**config.mk**
```make
export PLATFORM = sky130hd
export DESIGN_NAME = pdsc_top
export DESIGN_NICKNAME = d
export VERILOG_FILES = /design/src/hdl/pdsc_pkg.sv /design/src/hdl/pdsc_sync.sv /design/src/hdl/pdsc_src_mux.sv /design/src/hdl/pdsc_top.sv
export VERILOG_INCLUDE_DIRS = /design/src /design/src/hdl
export SDC_FILE = /design/constraint.sdc
export NUM_CORES = 1
export LEC_CHECK = 0
export ABC_AREA = 1
export ABC_CLOCK_PERIOD_IN_PS = 15300
export BUFFER_PORTS_ARGS = -buffer_cell sky130_fd_sc_hd__buf_2
export CAP_MARGIN = 20
export CORE_MARGIN = 2
export CORE_UTILIZATION = 55
export DETAILED_ROUTE_END_ITERATION = 16
export PLACE_DENSITY_LB_ADDON = 0.12
export SYNTH_ARGS = -nofsm -noshare
export SYNTH_HDL_FRONTEND = slang
export SYNTH_SLANG_ARGS = --single-unit
export TNS_END_PERCENT = 50
```
**constraint.sdc**
```tcl
create_clock -name clk -period 15.3 [get_ports clk]
set_input_delay 0.765 -clock clk [delete_from_list [all_inputs] [get_ports clk]]
set_output_delay 0.765 -clock clk [all_outputs]
set_load 0.005 [all_outputs]
```
**src/hdl/pdsc_defs.svh**
```systemverilog
// pdsc_defs.svh: offsets, field positions, reset values and constants of the PLL/divider source config block.
// assumes inclusion by bare name from every design file that needs it.
`ifndef PDSC_DEFS_SVH
`define PDSC_DEFS_SVH

// ----------------------------------------------------------------
// register offsets
// ----------------------------------------------------------------
`define PDSC_OFS_SEC_SRC     8'h33
`define PDSC_OFS_NM_SRC      8'h34
`define PDSC_OFS_PRESCALE    8'h35
`define PDSC_OFS_MULT_HIGH   8'h36
`define PDSC_OFS_FRAC_LOW    8'h37

// ----------------------------------------------------------------
// reset values
// ----------------------------------------------------------------
`define PDSC_RST_SEC_SRC     8'h00
`define PDSC_RST_NM_SRC      8'h10
`define PDSC_RST_PRESCALE    8'h01
`define PDSC_RST_MULT_HIGH   8'h00
`define PDSC_RST_FRAC_LOW    8'h00

// ----------------------------------------------------------------
// field positions
// ----------------------------------------------------------------
`define PDSC_SEC_SRC_HI      6
`define PDSC_SEC_SRC_LO      4
`define PDSC_DIG_NM_HI       7
`define PDSC_DIG_NM_LO       6
`define PDSC_ANA_NM_HI       5
`define PDSC_ANA_NM_LO       4
`define PDSC_JMUL_TOP_BIT    7
`define PDSC_HALVE_BIT       6
`define PDSC_FRAC_TOP_HI     5
`define PDSC_FRAC_TOP_LO     0
// writable bits of the secondary source register; others read zero
`define PDSC_SEC_SRC_WMASK   8'h70

// ----------------------------------------------------------------
// arithmetic constants
// ----------------------------------------------------------------
`define PDSC_PRESCALE_ZERO   9'h100
`define PDSC_FRAC_SCALE      10000
`define PDSC_FRAC_MAX        14'h270F
`define PDSC_SEC_SRC_VALID   8'h3B

`endif

```
**src/hdl/pdsc_pkg.sv**
```systemverilog
// pdsc_pkg: types shared by the PLL/divider source config block.
// assumes nothing beyond a SystemVerilog compiler.
package pdsc_pkg;

	// ----------------------------------------------------------------
	// effective PLL settings
	// ----------------------------------------------------------------
	typedef struct packed {
		logic [8:0]  p_div;
		logic [8:0]  j_mult;
		logic [13:0] d_frac;
		logic        halve;
	} pdsc_pll_cfg_t;

	// ----------------------------------------------------------------
	// programmed source selections
	// ----------------------------------------------------------------
	typedef struct packed {
		logic [2:0] second_port_bitdiv_source;
		logic [1:0] digital_nm_source;
		logic [1:0] analog_nm_source;
	} pdsc_src_sel_t;

	typedef enum logic [1:0] {
		PDSC_ST_IDLE,
		PDSC_ST_MUL,
		PDSC_ST_DIV,
		PDSC_ST_DONE
	} pdsc_state_t;

endpackage

```
**src/hdl/pdsc_sync.sv**
```systemverilog
// pdsc_sync: two flip-flop synchroniser for a vector of independent levels.
// assumes each bit is an unrelated asynchronous level.
`timescale 1ns/100ps
`default_nettype none

module pdsc_sync #(
	parameter int W = 1
) (
	input  wire logic         clk,
	input  wire logic         rst,
	input  wire logic [W-1:0] async_in,
	output logic      [W-1:0] sync_out
);

	logic [W-1:0] meta_reg;

	// first stage is read only by the second stage
	always_ff @(posedge clk or posedge rst) begin
		if (rst) begin
			meta_reg <= '0;
			sync_out <= '0;
		end else begin
			meta_reg <= async_in;
			sync_out <= meta_reg;
		end
	end

endmodule

`default_nettype wire

```
**src/hdl/pdsc_src_mux.sv**
```systemverilog
// pdsc_src_mux: registered source selector with a per-code legality mask.
// assumes sampled, same-clock source levels; reserved codes park the output low.
`timescale 1ns/100ps
`default_nettype none

module pdsc_src_mux #(
	parameter int              SW    = 2,
	parameter logic [2**SW-1:0] VALID = '1
) (
	input  wire logic             clk,
	input  wire logic             rst,
	input  wire logic [2**SW-1:0] src,
	input  wire logic [SW-1:0]    sel,
	output logic                  out_reg,
	output logic                  reserved_reg
);

	// parking low avoids passing an undefined source to the divider
	always_ff @(posedge clk or posedge rst) begin
		if (rst) begin
			out_reg      <= 1'b0;
			reserved_reg <= 1'b0;
		end else begin
			out_reg      <= VALID[sel] & src[sel];
			reserved_reg <= ~VALID[sel];
		end
	end

endmodule

`default_nettype wire

```
**src/hdl/pdsc_top.sv**
```systemverilog
// pdsc_top: clock source selection and PLL P/J/D configuration registers with output frequency engine.
// assumes a same-clock control-port register strobe interface; clock sources arrive as asynchronous pins.
// Functional notes
// RULE1: secondary bit divider source codes, 2/6/7 reserved
// RULE2: digital nm source: primary, secondary, control, oscillator
// RULE3: analog nm source: pll, pll, digital, primary
// RULE4: prescale code zero means 256, reset one
// RULE5: auto detection overrides programmed P, J, D
// RULE6: bit 7 is integer multiplier top bit
// RULE7: bit 6 halves the PLL divider clock
// RULE8: fraction is six top bits plus low byte
// RULE9: software keeps fraction within 0 to 9999
// RULE10: software writes reset value to reserved bits
// RULE11: integer multiplier 1 to 511, zero reserved
// RULE12: output equals input over P times J+D/10000
`timescale 1ns/100ps
`default_nettype none
`include "pdsc_defs.svh"

module pdsc_top
	import pdsc_pkg::*;
#(
	parameter int FW = 28,
	parameter int OW = 32
) (
	input  wire logic          clk,
	input  wire logic          rst,
	// control-port register access
	input  wire logic          reg_wr,
	input  wire logic          reg_rd,
	input  wire logic [7:0]    reg_addr,
	input  wire logic [7:0]    reg_wdata,
	output logic      [7:0]    reg_rdata,
	output logic               reg_rvalid,
	output logic               reg_hit,
	// integer multiplier low byte held in a neighbouring register
	input  wire logic [7:0]    pll_integer_mult_low,
	// auto detection override
	input  wire logic          auto_detect_en,
	input  wire pdsc_pll_cfg_t auto_cfg,
	// clock source pins
	input  wire logic          pll_out_clk,
	input  wire logic          primary_bitclk,
	input  wire logic          secondary_bitclk,
	input  wire logic          control_port_clock,
	input  wire logic          osc_clk,
	input  wire logic          dsp_clk,
	// measured frequency of the PLL input
	input  wire logic [FW-1:0] ref_freq_hz,
	// results
	output pdsc_src_sel_t      src_sel,
	output pdsc_pll_cfg_t      pll_cfg,
	output logic               second_port_bitdiv_clk,
	output logic               digital_nm_clk,
	output logic               analog_nm_clk,
	output logic               second_port_src_reserved,
	output logic               cfg_error,
	output logic      [OW-1:0] pll_freq_hz,
	output logic               freq_valid
);

	localparam int MW = 23;
	localparam int DW = 22;
	localparam int NW = FW + MW;
	localparam int CW = 6;

	// ----------------------------------------------------------------
	// register file
	// ----------------------------------------------------------------
	logic [7:0] sec_src_reg;
	logic [7:0] nm_src_reg;
	logic [7:0] prescale_reg;
	logic [7:0] mult_high_reg;
	logic [7:0] frac_low_reg;

	always_ff @(posedge clk or posedge rst) begin
		if (rst) begin
			sec_src_reg   <= `PDSC_RST_SEC_SRC;
			nm_src_reg    <= `PDSC_RST_NM_SRC;
			prescale_reg  <= `PDSC_RST_PRESCALE;
			mult_high_reg <= `PDSC_RST_MULT_HIGH;
			frac_low_reg  <= `PDSC_RST_FRAC_LOW;
		end else if (reg_wr) begin
			unique case (reg_addr)
				`PDSC_OFS_SEC_SRC:   sec_src_reg   <= reg_wdata & `PDSC_SEC_SRC_WMASK; // RULE1
				`PDSC_OFS_NM_SRC:    nm_src_reg    <= reg_wdata;
				`PDSC_OFS_PRESCALE:  prescale_reg  <= reg_wdata;
				`PDSC_OFS_MULT_HIGH: mult_high_reg <= reg_wdata;
				`PDSC_OFS_FRAC_LOW:  frac_low_reg  <= reg_wdata;
				default: ;
			endcase
		end
	end

	// read data one cycle after the strobe; unmapped offsets read zero, hit low
	always_ff @(posedge clk or posedge rst) begin
		if (rst) begin
			reg_rdata  <= 8'h00;
			reg_rvalid <= 1'b0;
			reg_hit    <= 1'b0;
		end else begin
			reg_rvalid <= reg_rd;
			reg_hit    <= 1'b0;
			reg_rdata  <= 8'h00;
			if (reg_rd) begin
				reg_hit <= 1'b1;
				unique case (reg_addr)
					`PDSC_OFS_SEC_SRC:   reg_rdata <= sec_src_reg;
					`PDSC_OFS_NM_SRC:    reg_rdata <= nm_src_reg;
					`PDSC_OFS_PRESCALE:  reg_rdata <= prescale_reg;
					`PDSC_OFS_MULT_HIGH: reg_rdata <= mult_high_reg;
					`PDSC_OFS_FRAC_LOW:  reg_rdata <= frac_low_reg;
					default:             reg_hit   <= 1'b0;
				endcase
			end
		end
	end

	// ----------------------------------------------------------------
	// programmed fields
	// ----------------------------------------------------------------
	pdsc_src_sel_t sel_now;
	pdsc_pll_cfg_t prog_cfg;
	pdsc_pll_cfg_t eff_cfg;

	always_comb begin
		sel_now.second_port_bitdiv_source = sec_src_reg[`PDSC_SEC_SRC_HI:`PDSC_SEC_SRC_LO]; // RULE1
		sel_now.digital_nm_source         = nm_src_reg[`PDSC_DIG_NM_HI:`PDSC_DIG_NM_LO];    // RULE2
		sel_now.analog_nm_source          = nm_src_reg[`PDSC_ANA_NM_HI:`PDSC_ANA_NM_LO];    // RULE3
	end

	always_comb begin
		prog_cfg.p_div  = (prescale_reg == 8'h00) ? `PDSC_PRESCALE_ZERO : {1'b0, prescale_reg}; // RULE4
		prog_cfg.j_mult = {mult_high_reg[`PDSC_JMUL_TOP_BIT], pll_integer_mult_low};          // RULE6
		prog_cfg.halve  = mult_high_reg[`PDSC_HALVE_BIT];                                     // RULE7
		prog_cfg.d_frac = {mult_high_reg[`PDSC_FRAC_TOP_HI:`PDSC_FRAC_TOP_LO], frac_low_reg}; // RULE8
	end

	// halving is not an auto-derived setting and stays programmed
	always_comb begin
		eff_cfg = prog_cfg;
		if (auto_detect_en) begin // RULE5
			eff_cfg.p_div  = auto_cfg.p_div;
			eff_cfg.j_mult = auto_cfg.j_mult;
			eff_cfg.d_frac = auto_cfg.d_frac;
		end
	end

	logic cfg_bad;
	// a reserved multiplier or fraction yields no frequency
	assign cfg_bad = (eff_cfg.j_mult == 9'h000) || (eff_cfg.d_frac > `PDSC_FRAC_MAX); // RULE11

	always_ff @(posedge clk or posedge rst) begin
		if (rst) begin
			src_sel   <= '0;
			pll_cfg   <= '0;
			cfg_error <= 1'b0;
		end else begin
			src_sel   <= sel_now;
			pll_cfg   <= eff_cfg;
			cfg_error <= cfg_bad;
		end
	end

	// ----------------------------------------------------------------
	// clock source selection
	// ----------------------------------------------------------------
	logic       pll_s;
	logic       prim_s;
	logic       sec_s;
	logic       control_port_clock_s;
	logic       osc_s;
	logic       dsp_s;
	logic [7:0] sec_src_vec;
	logic [3:0] dig_src_vec;
	logic [3:0] ana_src_vec;

	// sampled levels only: a tap for monitoring and frequency checks, not a clock tree
	pdsc_sync #(
		.W(6)
	) u_sync (
		.clk      (clk),
		.rst      (rst),
		.async_in ({dsp_clk, osc_clk, control_port_clock, secondary_bitclk, primary_bitclk, pll_out_clk}),
		.sync_out ({dsp_s, osc_s, control_port_clock_s, sec_s, prim_s, pll_s})
	);

	assign sec_src_vec = {1'b0, 1'b0, dsp_s, osc_s, control_port_clock_s, 1'b0, prim_s, pll_s}; // RULE1
	assign dig_src_vec = {osc_s, control_port_clock_s, sec_s, prim_s};                          // RULE2
	assign ana_src_vec = {prim_s, digital_nm_clk, pll_s, pll_s};                  // RULE3

	pdsc_src_mux #(
		.SW    (3),
		.VALID (`PDSC_SEC_SRC_VALID)
	) u_sec_mux (
		.clk          (clk),
		.rst          (rst),
		.src          (sec_src_vec),
		.sel          (sel_now.second_port_bitdiv_source),
		.out_reg      (second_port_bitdiv_clk),
		.reserved_reg (second_port_src_reserved)
	);

	pdsc_src_mux #(
		.SW    (2),
		.VALID (4'hF)
	) u_dig_mux (
		.clk          (clk),
		.rst          (rst),
		.src          (dig_src_vec),
		.sel          (sel_now.digital_nm_source),
		.out_reg      (digital_nm_clk),
		.reserved_reg ()
	);

	pdsc_src_mux #(
		.SW    (2),
		.VALID (4'hF)
	) u_ana_mux (
		.clk          (clk),
		.rst          (rst),
		.src          (ana_src_vec),
		.sel          (sel_now.analog_nm_source),
		.out_reg      (analog_nm_clk),
		.reserved_reg ()
	);

	// ----------------------------------------------------------------
	// output frequency engine
	// ----------------------------------------------------------------
	// serial shift-add then restoring divide: slow, but tiny next to two wide multipliers
	pdsc_state_t   state_reg;
	logic [FW-1:0] snap_freq_reg;
	pdsc_pll_cfg_t snap_cfg_reg;
	logic [MW-1:0] mplier_reg;
	logic [NW-1:0] mcand_reg;
	logic [NW-1:0] acc_reg;
	logic [DW:0]   rem_reg;
	logic [DW-1:0] den_reg;
	logic [CW-1:0] cnt_reg;
	logic          snap_bad_reg;
	logic          changed;
	logic [MW-1:0] mult_op;
	logic [DW-1:0] den_op;
	logic [DW:0]   rem_sh;

	assign changed = (ref_freq_hz != snap_freq_reg) || (eff_cfg != snap_cfg_reg);
	assign mult_op = MW'(eff_cfg.j_mult) * MW'(`PDSC_FRAC_SCALE) + MW'(eff_cfg.d_frac); // RULE12
	assign den_op  = DW'(eff_cfg.p_div) * DW'(`PDSC_FRAC_SCALE);                        // RULE12
	assign rem_sh  = {rem_reg[DW-1:0], acc_reg[NW-1]};

	always_ff @(posedge clk or posedge rst) begin
		if (rst) begin
			state_reg     <= PDSC_ST_IDLE;
			snap_freq_reg <= '0;
			snap_cfg_reg  <= '0;
			snap_bad_reg  <= 1'b0;
			mplier_reg    <= '0;
			mcand_reg     <= '0;
			acc_reg       <= '0;
			rem_reg       <= '0;
			den_reg       <= '0;
			cnt_reg       <= '0;
		end else if (changed) begin
			// any change restarts, so a stale result never completes
			state_reg     <= PDSC_ST_MUL;
			snap_freq_reg <= ref_freq_hz;
			snap_cfg_reg  <= eff_cfg;
			snap_bad_reg  <= cfg_bad;
			mplier_reg    <= mult_op;
			mcand_reg     <= NW'(ref_freq_hz);
			acc_reg       <= '0;
			den_reg       <= den_op;
			cnt_reg       <= '0;
		end else begin
			unique case (state_reg)
				PDSC_ST_IDLE: ;
				PDSC_ST_MUL: begin
					if (mplier_reg[0]) begin
						acc_reg <= acc_reg + mcand_reg;
					end
					mplier_reg <= mplier_reg >> 1;
					mcand_reg  <= mcand_reg << 1;
					cnt_reg    <= cnt_reg + 1'b1;
					if (cnt_reg == CW'(MW - 1)) begin
						state_reg <= PDSC_ST_DIV;
						cnt_reg   <= '0;
						rem_reg   <= '0;
					end
				end
				PDSC_ST_DIV: begin
					if (rem_sh >= {1'b0, den_reg}) begin
						rem_reg <= rem_sh - {1'b0, den_reg};
						acc_reg <= {acc_reg[NW-2:0], 1'b1};
					end else begin
						rem_reg <= rem_sh;
						acc_reg <= {acc_reg[NW-2:0], 1'b0};
					end
					cnt_reg <= cnt_reg + 1'b1;
					if (cnt_reg == CW'(NW - 1)) begin
						state_reg <= PDSC_ST_DONE;
					end
				end
				PDSC_ST_DONE: state_reg <= PDSC_ST_IDLE;
			endcase
		end
	end

	always_ff @(posedge clk or posedge rst) begin
		if (rst) begin
			pll_freq_hz <= '0;
			freq_valid  <= 1'b0;
		end else if (changed) begin
			freq_valid <= 1'b0;
		end else if (state_reg == PDSC_ST_DONE) begin
			if (snap_bad_reg) begin // RULE11
				pll_freq_hz <= '0;
				freq_valid  <= 1'b0;
			end else begin
				// saturate rather than wrap on an absurd setting
				pll_freq_hz <= (|acc_reg[NW-1:OW]) ? '1 : acc_reg[OW-1:0];
				freq_valid  <= 1'b1;
			end
		end
	end

endmodule

`default_nettype wire

```
### Word-level counts from Yosys, hierarchy flattened

Memories as Yosys holds them, arrays and structs flattened.
Index checks and enable logic that the tools add are counted.

| storage, ports and cells | value |
|---|---|
| register bits after elaboration | 370 |
| bits in read-only memories | 8 |
| input port bits | 96 |
| output and inout port bits | 88 |
| word-level logic and storage cells | 130 |
| memories kept | 1 |

| cells by class | value |
|---|---|
| $add $sub $neg | 4 |
| multiply operators | 2 |
| order comparisons | 5 |
| equality and inequality tests | 16 |
| multiplexer cells | 40 |
| bitwise gates (word level) | 5 |
| reduce and logical (&&, ||, !) cells | 20 |

Memories:

| memory | words | bits a word | rd ports | clocked after Yosys merged registers in | wr ports | RTL line | RTL |
|---|---|---|---|---|---|---|---|
| (name not given) | 8 | 1 | 1 | 0 | 0 | pdsc_src_mux.sv:24 | `out_reg <= VALID[sel] & src[sel];` |

Operator list:

| operator | number |
|---|---|
| 51-bit two-way mux | 4 |
| 51-bit case mux with 2 select lines | 1 |
| 32-bit two-way mux | 3 |
| 51-bit adder | 1 |
| 23-bit two-way mux | 2 |
| 22-bit two-way mux | 2 |
| 22-bit case mux with 2 select lines | 1 |
| 8-bit by 6-bit == test with 1-bit output, second input constant | 5 |
| 8-bit case mux with 5 select lines | 1 |
| 33-bit != test | 1 |
| 28-bit != test | 1 |
| 23-bit by 14-bit adder with 23-bit output | 1 |
| 23-bit by 22-bit >= comparator with 1-bit output | 1 |
| 22-bit subtractor | 1 |
| 9-bit by 10-bit multiplier with 19-bit output, second input constant | 1 |
| 19-bit OR reduction | 1 |
| 9-bit by 10-bit multiplier with 18-bit output, second input constant | 1 |
| 14-bit greater-than comparator, second input constant | 1 |
| 2-bit AND reduction | 7 |
| 1-bit two-way mux | 12 |
| 6-bit two-way mux | 2 |
| 6-bit case mux with 2 select lines | 1 |
| 9-bit logical NOT | 1 |
| 9-bit two-way mux | 1 |
| other kinds (23) | 39 |

### Logic depth before layout (Yosys ltp)

Gate-level depths: netlist of the first run.

| logic depth | value |
|---|---|
| word-level depth | 7 |
| mapped depth | 30 |
| depth with buffers taken out | 28 |

### Hierarchy

From an unflattened synthesis of the first run, not the netlist that was laid out.

| unflattened totals | value |
|---|---|
| cell total of the unflattened synthesis | 3502 |
| area total of the unflattened synthesis | 24822.6 um2 |

By module, submodules not included:

| module | times used | cells an instance | area each (um2) | seq. area each (um2) |
|---|---|---|---|---|
| pdsc_top | 1 | 3423 | 24163.2 | 8760.9 |
| pdsc_sync | 1 | 13 | 304.0 | 300.3 |
| pdsc_src_mux at u_ana_mux ... | 2 | 17 | 91.3 | 25.0 |
| pdsc_src_mux at u_sec_mux | 1 | 32 | 172.7 | 50.0 |

### Least setup slack after synthesis of the first run

No wires, ideal clock.

| timing path | value |
|---|---|
| path kind | input -> register |
| from | input port auto_detect_en |
| to | register mplier_reg[22] |
| library setup time | 117 ps |
| data arrival time | 5101 ps |
| data required time | 15183 ps |
| setup slack | 10081 ps |
| stages on the path | 27 |
| path buffers | 3 |
| cells stage by stage | buf_4 > buf_2 > nand2_1 > nand2_1 > ha_1 > ha_1 > inv_1 > fa_1 > fa_1 > inv_1 > ha_1 > clkbuf_1 > nand3_1 > nand3_1 > xor2_1 > ha_1 > nand2_1 > o21ai_0 > a21oi_1 > nand2_1 > nand2_1 > inv_1 > nand2_1 > nor2_1 > nand4_1 > nand3_1 > nand2_1 |

RTL lines:

| element | RTL line | RTL |
|---|---|---|
| start: declaration | pdsc_top.sv:39 | `input wire logic auto_detect_en,` |
| end signal: assignment | pdsc_top.sv:270 | `mplier_reg <= mult_op;` |
| end signal: assignment | pdsc_top.sv:282 | `mplier_reg <= mplier_reg >> 1;` |
| end: declaration | pdsc_top.sv:235 | `logic [MW-1:0] mplier_reg;` |

==> results of run 1 <==
metal layers:
metal | share of wire | vias up | GRT usage
met5 | 0.00035 | - | 0
met4 | 0.028 | 4 | 0.0961
met3 | 0.064 | 127 | 0.0439
met2 | 0.45 | 679 | 0.498
met1 | 0.46 | 10600 | 0.448
li1 | - | 11200 | -
stage by stage:
stage	worst slack [ps]	power, W	cell area [sq um]
2_1_floorplan	4380	0.00160	24400
3_3_place_gp	8930	0.00175	25700
3_5_place_dp	8790	0.00178	25700
4_1_cts	9370	0.00280	27100
5_1_grt	8880	0.00296	27100
6_report	9360	0.00279	27100
critical path, delay by kind of cell:
| kind | cells | cell delay, ps |
|---|---|---|
| AND/OR/NAND/NOR | 14 | 1830 |
| buffers and inverters | 5 | 1120 |
| adder cells (fa/ha/maj) | 6 | 2460 |
| XOR/XNOR | 1 | 170 |
cell families (layout without fill, tap and decap cells):
kind of cell             count (synthesis)  in the layout  synth area share
AO/OA/AOI/OAI                          494            494             0.110
XOR/XNOR                                60             60            0.0215
AND/OR/NAND/NOR                       1746           1746             0.291
buffers and inverters                  523            679            0.0837
other                                    0              6                 0
flip-flops                             366            366             0.375
adder cells (fa/ha/maj)                211            211             0.119
cell usage after synthesis (2+ instances only):
library cell,instances
a41oi_1,4
nand4_1,44
o22ai_1,3
o21ai_1,57
nand2_1,1079
dfstp_2,2
nor2_1,332
buf_4,5
a211oi_1,23
nor4_1,6
and2_1,5
nor2_2,4
nand3b_1,11
o21ai_0,184
nand3_1,223
o21bai_1,6
o211ai_1,4
buf_1,2
a21oi_1,178
a21o_1,7
nor3b_1,4
xnor2_1,25
a21boi_0,2
ha_1,176
buf_2,25
clkbuf_1,77
a221oi_1,3
inv_1,406
nor3_1,24
inv_2,2
o21a_1,13
a31oi_1,3
xor2_1,35
fa_1,35
buf_6,4
or2_2,9
dfrtp_1,364
cell type report:
class | count | area (sq um) | share of cell area
Multi-Input combinational cell | 2511 | 13200 | 0.488
Timing Repair Buffer | 194 | 1010 | 0.0374
Antenna cell | 6 | 15.0 | 0.000554
Clock inverter | 20 | 241 | 0.00891
Inverter | 410 | 1550 | 0.0572
Sequential cell | 366 | 9160 | 0.338
Tap cell | 592 | 741 | 0.0273
Clock buffer | 55 | 1140 | 0.0421
power by group through the flow:
| stage | sequential [W] | combinational (W) | clock [W] |
|---|---|---|---|
| final | 0.00107 | 0.000699 | 0.00102 |
| after global routing | 0.00107 | 0.000807 | 0.00108 |
| after CTS | 0.00107 | 0.000698 | 0.00104 |
| after detailed placement | 0.00108 | 0.000693 | 0 |
| after global placement | 0.00108 | 0.000672 | 0 |
| after floorplan | 0.00107 | 0.000529 | 0 |
worst max path at each step:
| stage | startpoint | to | slack [ps] | cells past startpoint |
|---|---|---|---|---|
| after floorplan | rst | acc_reg[0]$_DFFE_PP0P_ | 4380 | 1 |
| after global placement | auto_detect_en | mplier_reg[22]$_DFFE_PP0P_ | 8930 | 26 |
| after detailed placement | auto_detect_en | mplier_reg[22]$_DFFE_PP0P_ | 8790 | 26 |
| after CTS | auto_detect_en | mplier_reg[22]$_DFFE_PP0P_ | 9370 | 26 |
| after global routing | auto_detect_en | mplier_reg[22]$_DFFE_PP0P_ | 8880 | 27 |
| final | auto_detect_en | mplier_reg[22]$_DFFE_PP0P_ | 9360 | 26 |
==> results.py, run 1 <==
metrics = {
    "cells_and_area": {
        "final_nets": 3831,
        "finalNonFillerCells": 4154,
        "n_fill_cell": 4094,
        "synthToLayoutAreaGrowth_pct": 10.9,
        "mostFrequentLayoutCells": "nand2_1 (1079), inv_1 (404), dfrtp_1 (364)",
        "layout-drive-gt1-share": 0.0810,
        "fin_util": 0.615,
        "final_common_cell": "nand2_1",
    },
    "synth": {
        "synth_flop_cell": "dfrtp_1",
        "ys_types": 51,
        "post-synth-top-area-cell": "dfrtp_1",
        "ys_seq_area_frac": 0.375,
        "synth_top_area_frac": 0.373,
        "netlist_instances": 3400,
        "synth_edf_count": 0,
        "syn_area_sq_um": 24400,
        "yosys_warnings": 0,
        "syn_nets": 3707,
        "syn_area_per_cell_sq_um": 7.18,
        "ys_seq_elements": 366,
        "synth_area_leaders": "dfrtp_1 (37%), nand2_1 (17%), ha_1 (9.0%)",
        "synthArstFlopShare": 1.00,
    },
    "setup_path": {
        "path_max_fanout": 43,
        "startpoint_type": "primary input",
        "cp_common_cell": "nand2_1",
        "crit_arrival_ps": 6390,
        "timing.rr.start": "mult_high_reg[7]$_DFFE_PP0P_",
        "end_kind": "flip-flop",
        "r2r_end": "mplier_reg[22]$_DFFE_PP0P_",
        "cp_slowest_cell": "buf_2",
        "worst-setup-path-type": "primary input to flip-flop",
        "reg2reg_slack_ps": 10490,
        "worst-endpoint-required_ps": 15750,
        "max_stage_delay_ps": 600,
        "r2r_cells": 23,
    },
    "clock_tree": {
        "htreeDepth": 2,
        "clk_path_buf_depth": 3,
        "cts.repair.resized": 0,
        "cts_setup_buffers": 0,
        "cts_tree": "yes",
        "cts_buffers": 41,
        "clk_latency_ps": 570,
        "cts_hold_buf": 0,
        "clkSlewWorstSetupHoldPaths_ps": 60,
        "clock_tree.root_cell": "clkbuf_16",
        "clock-sinks": 366,
    },
    "grt": {
        "grt_usage": 0.314,
        "grt_pass1_vias": 21700,
        "grt_overflow_total": 0,
        "grt_max_degree": 177,
        "grt_pass1_wl_um": 116000,
        "antenna_found_initial": 8,
    },
    "pwr": {
        "peakVddDrop_uv": 101,
        "p_leak_nw": 14.5,
        "pwr-share-clk": 0.366,
        "p_switching_w": 0.000893,
        "pwr-share-seq": 0.383,
        "comb_power_share": 0.251,
        "p_per_area_nw_per_um2": 103,
        "p_sw_frac": 0.320,
        "p_int_w": 0.00189,
    },
    "run_status": {
        "status": "completed",
    },
    "routing": {
        "drt-total-wl_um": 71700,
        "routedWlPerCell_um": 17.3,
        "drt-initial-drc-count": 1761,
        "dr_total_vias": 22600,
        "drtAntennaViolNets": 0,
        "vias_per_cell": 5.43,
        "drc": 0,
        "dr.pass1.iters": 6,
    },
    "floorplan": {
        "die_area_sq_um": 46100,
        "die_h_um": 215,
        "die_x_um": 215,
        "io_pins": 184,
        "floorplan.initialDensity": 0.555,
        "rows": 77,
        "coreArea_sq_um": 44000,
    },
    "min_path": {
        "min_from": "secondary_bitclk",
        "whs_endpoint": "u_sync.meta_reg[2]$_DFF_PP0_",
        "holdPathStages": 1,
        "worstHoldPathType": "primary input to flip-flop",
    },
    "placed_design": {
        "gp_congestion": 0.992,
        "dp_hpwl_um": 55100,
        "placed_cells": 4073,
        "numPortBuffers": 182,
    },
    "sta": {
        "hold_viol_final": 0,
        "max-slew-margin-rel": 0.306,
        "min_period_ps": 5940,
        "setup_viol": 0,
        "clock_skew_ps": 18.5,
        "finalCritPeriodShare": 0.388,
        "hold_ws_ps": 310,
        "fmax_mhz": 168,
        "drv_slew": 0,
        "worstMarginPinSlew_ps": 1040,
        "finalSetupTns_ps": 0,
        "rsz0062_at_grt": "no",
    },
    "run": {
        "maxCapViolCount": 0,
    },
}
(Power assumes the default switching activity.)
==> run 2: changes to the inputs <==
--- a/config.mk
+++ b/config.mk
@@ -7,7 +7,7 @@
 export NUM_CORES = 1
 export LEC_CHECK = 0
 export ABC_AREA = 1
-export ABC_CLOCK_PERIOD_IN_PS = 15300
+export ABC_CLOCK_PERIOD_IN_PS = 5800
 export BUFFER_PORTS_ARGS = -buffer_cell sky130_fd_sc_hd__buf_2
 export CAP_MARGIN = 20
 export CORE_MARGIN = 2
==> constraint.sdc (replaced) <==
create_clock -name clk -period 5.8 [get_ports clk]
set_input_delay 0.29 -clock clk [delete_from_list [all_inputs] [get_ports clk]]
set_output_delay 0.29 -clock clk [all_outputs]
set_load 0.005 [all_outputs]
==> run 2 against run 1 <==
Combinational power increased to 2.7 times the previous value. Total power increased to 2.7 times the previous value. Final cell count increased by 1.8%. First-iteration DRC count increased by 5.3%. Clock power increased to 2.6 times the previous value. Critical path type unchanged. Critical endpoint is now mplier_reg[21]$_DFFE_PP0P_.
==> results.py, run 2 (synthesis results as in run 1) <==
metrics = {
    "pwr": {
        "p_per_area_nw_per_um2": 266,
        "peakVddDrop_uv": 242,
        "p_total_w": 0.00742,
        "p_leak_nw": 14.9,
    },
    "grt": {
        "grt_overflow_total": 0,
        "grt_pass1_vias": 22700,
        "antenna_found_initial": 5,
        "grt_pass1_wl_um": 121000,
        "grt_max_degree": 157,
        "grt_usage": 0.330,
    },
    "floorplan": {
        "floorplan.initialDensity": 0.555,
        "io_pins": 184,
        "die_h_um": 215,
        "coreArea_sq_um": 44000,
        "rows": 77,
        "die_x_um": 215,
        "die_area_sq_um": 46100,
    },
    "routing": {
        "routedWlPerCell_um": 17.8,
        "dr.pass1.iters": 6,
        "drtAntennaViolNets": 0,
        "drc": 0,
        "dr_total_vias": 23100,
        "drt-total-wl_um": 75400,
        "vias_per_cell": 5.46,
        "drt-initial-drc-count": 1854,
    },
    "setup_path": {
        "timing.rr.start": "mult_high_reg[7]$_DFFE_PP0P_",
        "crit_arrival_ps": 5410,
        "reg2reg_slack_ps": 1000,
        "end_kind": "flip-flop",
        "r2r_cells": 24,
        "startpoint_type": "primary input",
        "r2r_end": "mplier_reg[22]$_DFFE_PP0P_",
        "worst-setup-path-type": "primary input to flip-flop",
        "worst-endpoint-required_ps": 6260,
        "path_max_fanout": 7,
    },
    "clock_tree": {
        "clock_tree.root_cell": "clkbuf_16",
        "clk_latency_ps": 580,
        "cts.repair.resized": 0,
        "clk_path_buf_depth": 3,
        "htreeDepth": 2,
        "clkSlewWorstSetupHoldPaths_ps": 60,
        "cts_buffers": 42,
        "clock-sinks": 366,
        "cts_tree": "yes",
    },
    "sta": {
        "hold_viol_final": 0,
        "clock_skew_ps": 20.3,
        "drv_slew": 0,
        "min_period_ps": 4960,
        "worstMarginPinSlew_ps": 1060,
        "finalSetupTns_ps": 0,
        "setup_viol": 0,
        "rsz0062_at_grt": "no",
        "timing.final.ws_setup_ps": 844,
        "fmax_mhz": 202,
        "max-slew-margin-rel": 0.293,
        "finalCritPeriodShare": 0.855,
    },
    "min_path": {
        "holdPathStages": 3,
        "min_from": "auto_cfg[17]",
        "whs_endpoint": "snap_cfg_reg[17]$_DFFE_PP0N_",
        "worstHoldPathType": "primary input to flip-flop",
    },
    "placed_design": {
        "placed_cell_area_sq_um": 25800,
        "place_ws_ps": 489,
        "numPortBuffers": 182,
        "dp_hpwl_um": 56500,
        "gp_congestion": 0.989,
    },
    "cells_and_area": {
        "final_area_sq_um": 27900,
        "final_nets": 3912,
        "fin_util": 0.633,
        "synthToLayoutAreaGrowth_pct": 14.1,
        "mostFrequentLayoutCells": "nand2_1 (1079), inv_1 (404), dfrtp_1 (364)",
        "multi_input_area_sq_um": 13200,
        "regArea_sq_um": 9160,
        "layout-drive-gt1-share": 0.0818,
        "final_common_cell": "nand2_1",
        "n_fill_cell": 3984,
    },
    "run": {
        "maxCapViolCount": 0,
    },
    "run_status": {
        "status": "completed",
    },
}
-- run 2: changes by cell type in the layout (fill, tap and decap cells not counted) --
cell	before	now
buf_12	1	3
clkinv_2	12	8
inv_8	1	0
dlygate4sd3_1	0	70
buf_4	11	19
clkbuf_8	4	8
inv_6	0	1
clkbuf_1	9	6
diode_2	6	3
bufinv_16	5	4
-- run 2: worst max path at each step --
stage	startpoint	to	slack, ps	depth (start not counted)
3_5_place_dp	auto_detect_en	mplier_reg[21]$_DFFE_PP0P_	490	26
2_1_floorplan	rst	acc_reg[0]$_DFFE_PP0P_	600	1
3_3_place_gp	auto_detect_en	mplier_reg[21]$_DFFE_PP0P_	600	26
4_1_cts	auto_cfg[15]	mplier_reg[21]$_DFFE_PP0P_	910	27
6_report	auto_cfg[15]	mplier_reg[21]$_DFFE_PP0P_	840	27
5_1_grt	auto_cfg[15]	mplier_reg[20]$_DFFE_PP0P_	510	26
-- run 2: through the flow --
step | hold WS, ps | instances
2_1_floorplan | 321 | 3400
3_3_place_gp | 332 | 4083
3_5_place_dp | 335 | 4083
4_1_cts | 1.32 | 4224
5_1_grt | 19.2 | 4224
6_report | 31.7 | 4227
-- run 2: metal layers --
metal,GRT usage,part of all wire,up-vias
li1,-,-,11300
met1,0.455,0.44,10800
met2,0.539,0.46,828
met3,0.0425,0.066,150
met4,0.109,0.033,4
met5,0,0.00032,-
-- run 2: final cells by class --
| type | instances | area share |
|---|---|---|
| repair buffers | 274 | 0.0651 |
| flip-flops and latches | 366 | 0.329 |
| clock inverters | 15 | 0.00691 |
| inverters | 410 | 0.0554 |
| well taps | 592 | 0.0266 |
| clock buffers | 56 | 0.0425 |
| multi-input cells | 2511 | 0.475 |
| diodes | 3 | 0.000269 |
-- run 2: power breakdown --
| group | internal [W] | switching [W] | total [W] |
|---|---|---|---|
| logic | 0.000705 | 0.00120 | 0.00190 |
| clock network | 0.00161 | 0.00109 | 0.00270 |
| registers | 0.00272 | 0.0000907 | 0.00282 |
-- run 2: what timing repair did --
| action | CTS | global route |
|---|---|---|
| hold buffers | 70 | 0 |
| hold endpoints to repair | 95 | 0 |
| buffers inserted | 0 | 0 |
-- run 2: worst max-delay path, cell delays in order --
cell           delay, ps
dlygate4sd3_1        540
buf_2                110
nand2_1               90
nand2_1              300
inv_1                170
fa_1                 550
inv_1                 40
ha_1                 280
ha_1                 200
fa_1                 530
inv_1                 70
fa_1                 460
xnor2_1              140
ha_1                 360
nand2_1               90
nor2_1               130
nand3_1              100
nand3_1              140
nand2_1               70
nand2_1               90
nand2_1              100
nor2_1               190
nand3_1              100
nand2_1               80
nand2_1               50
nand2_1               80
nand2_1               40
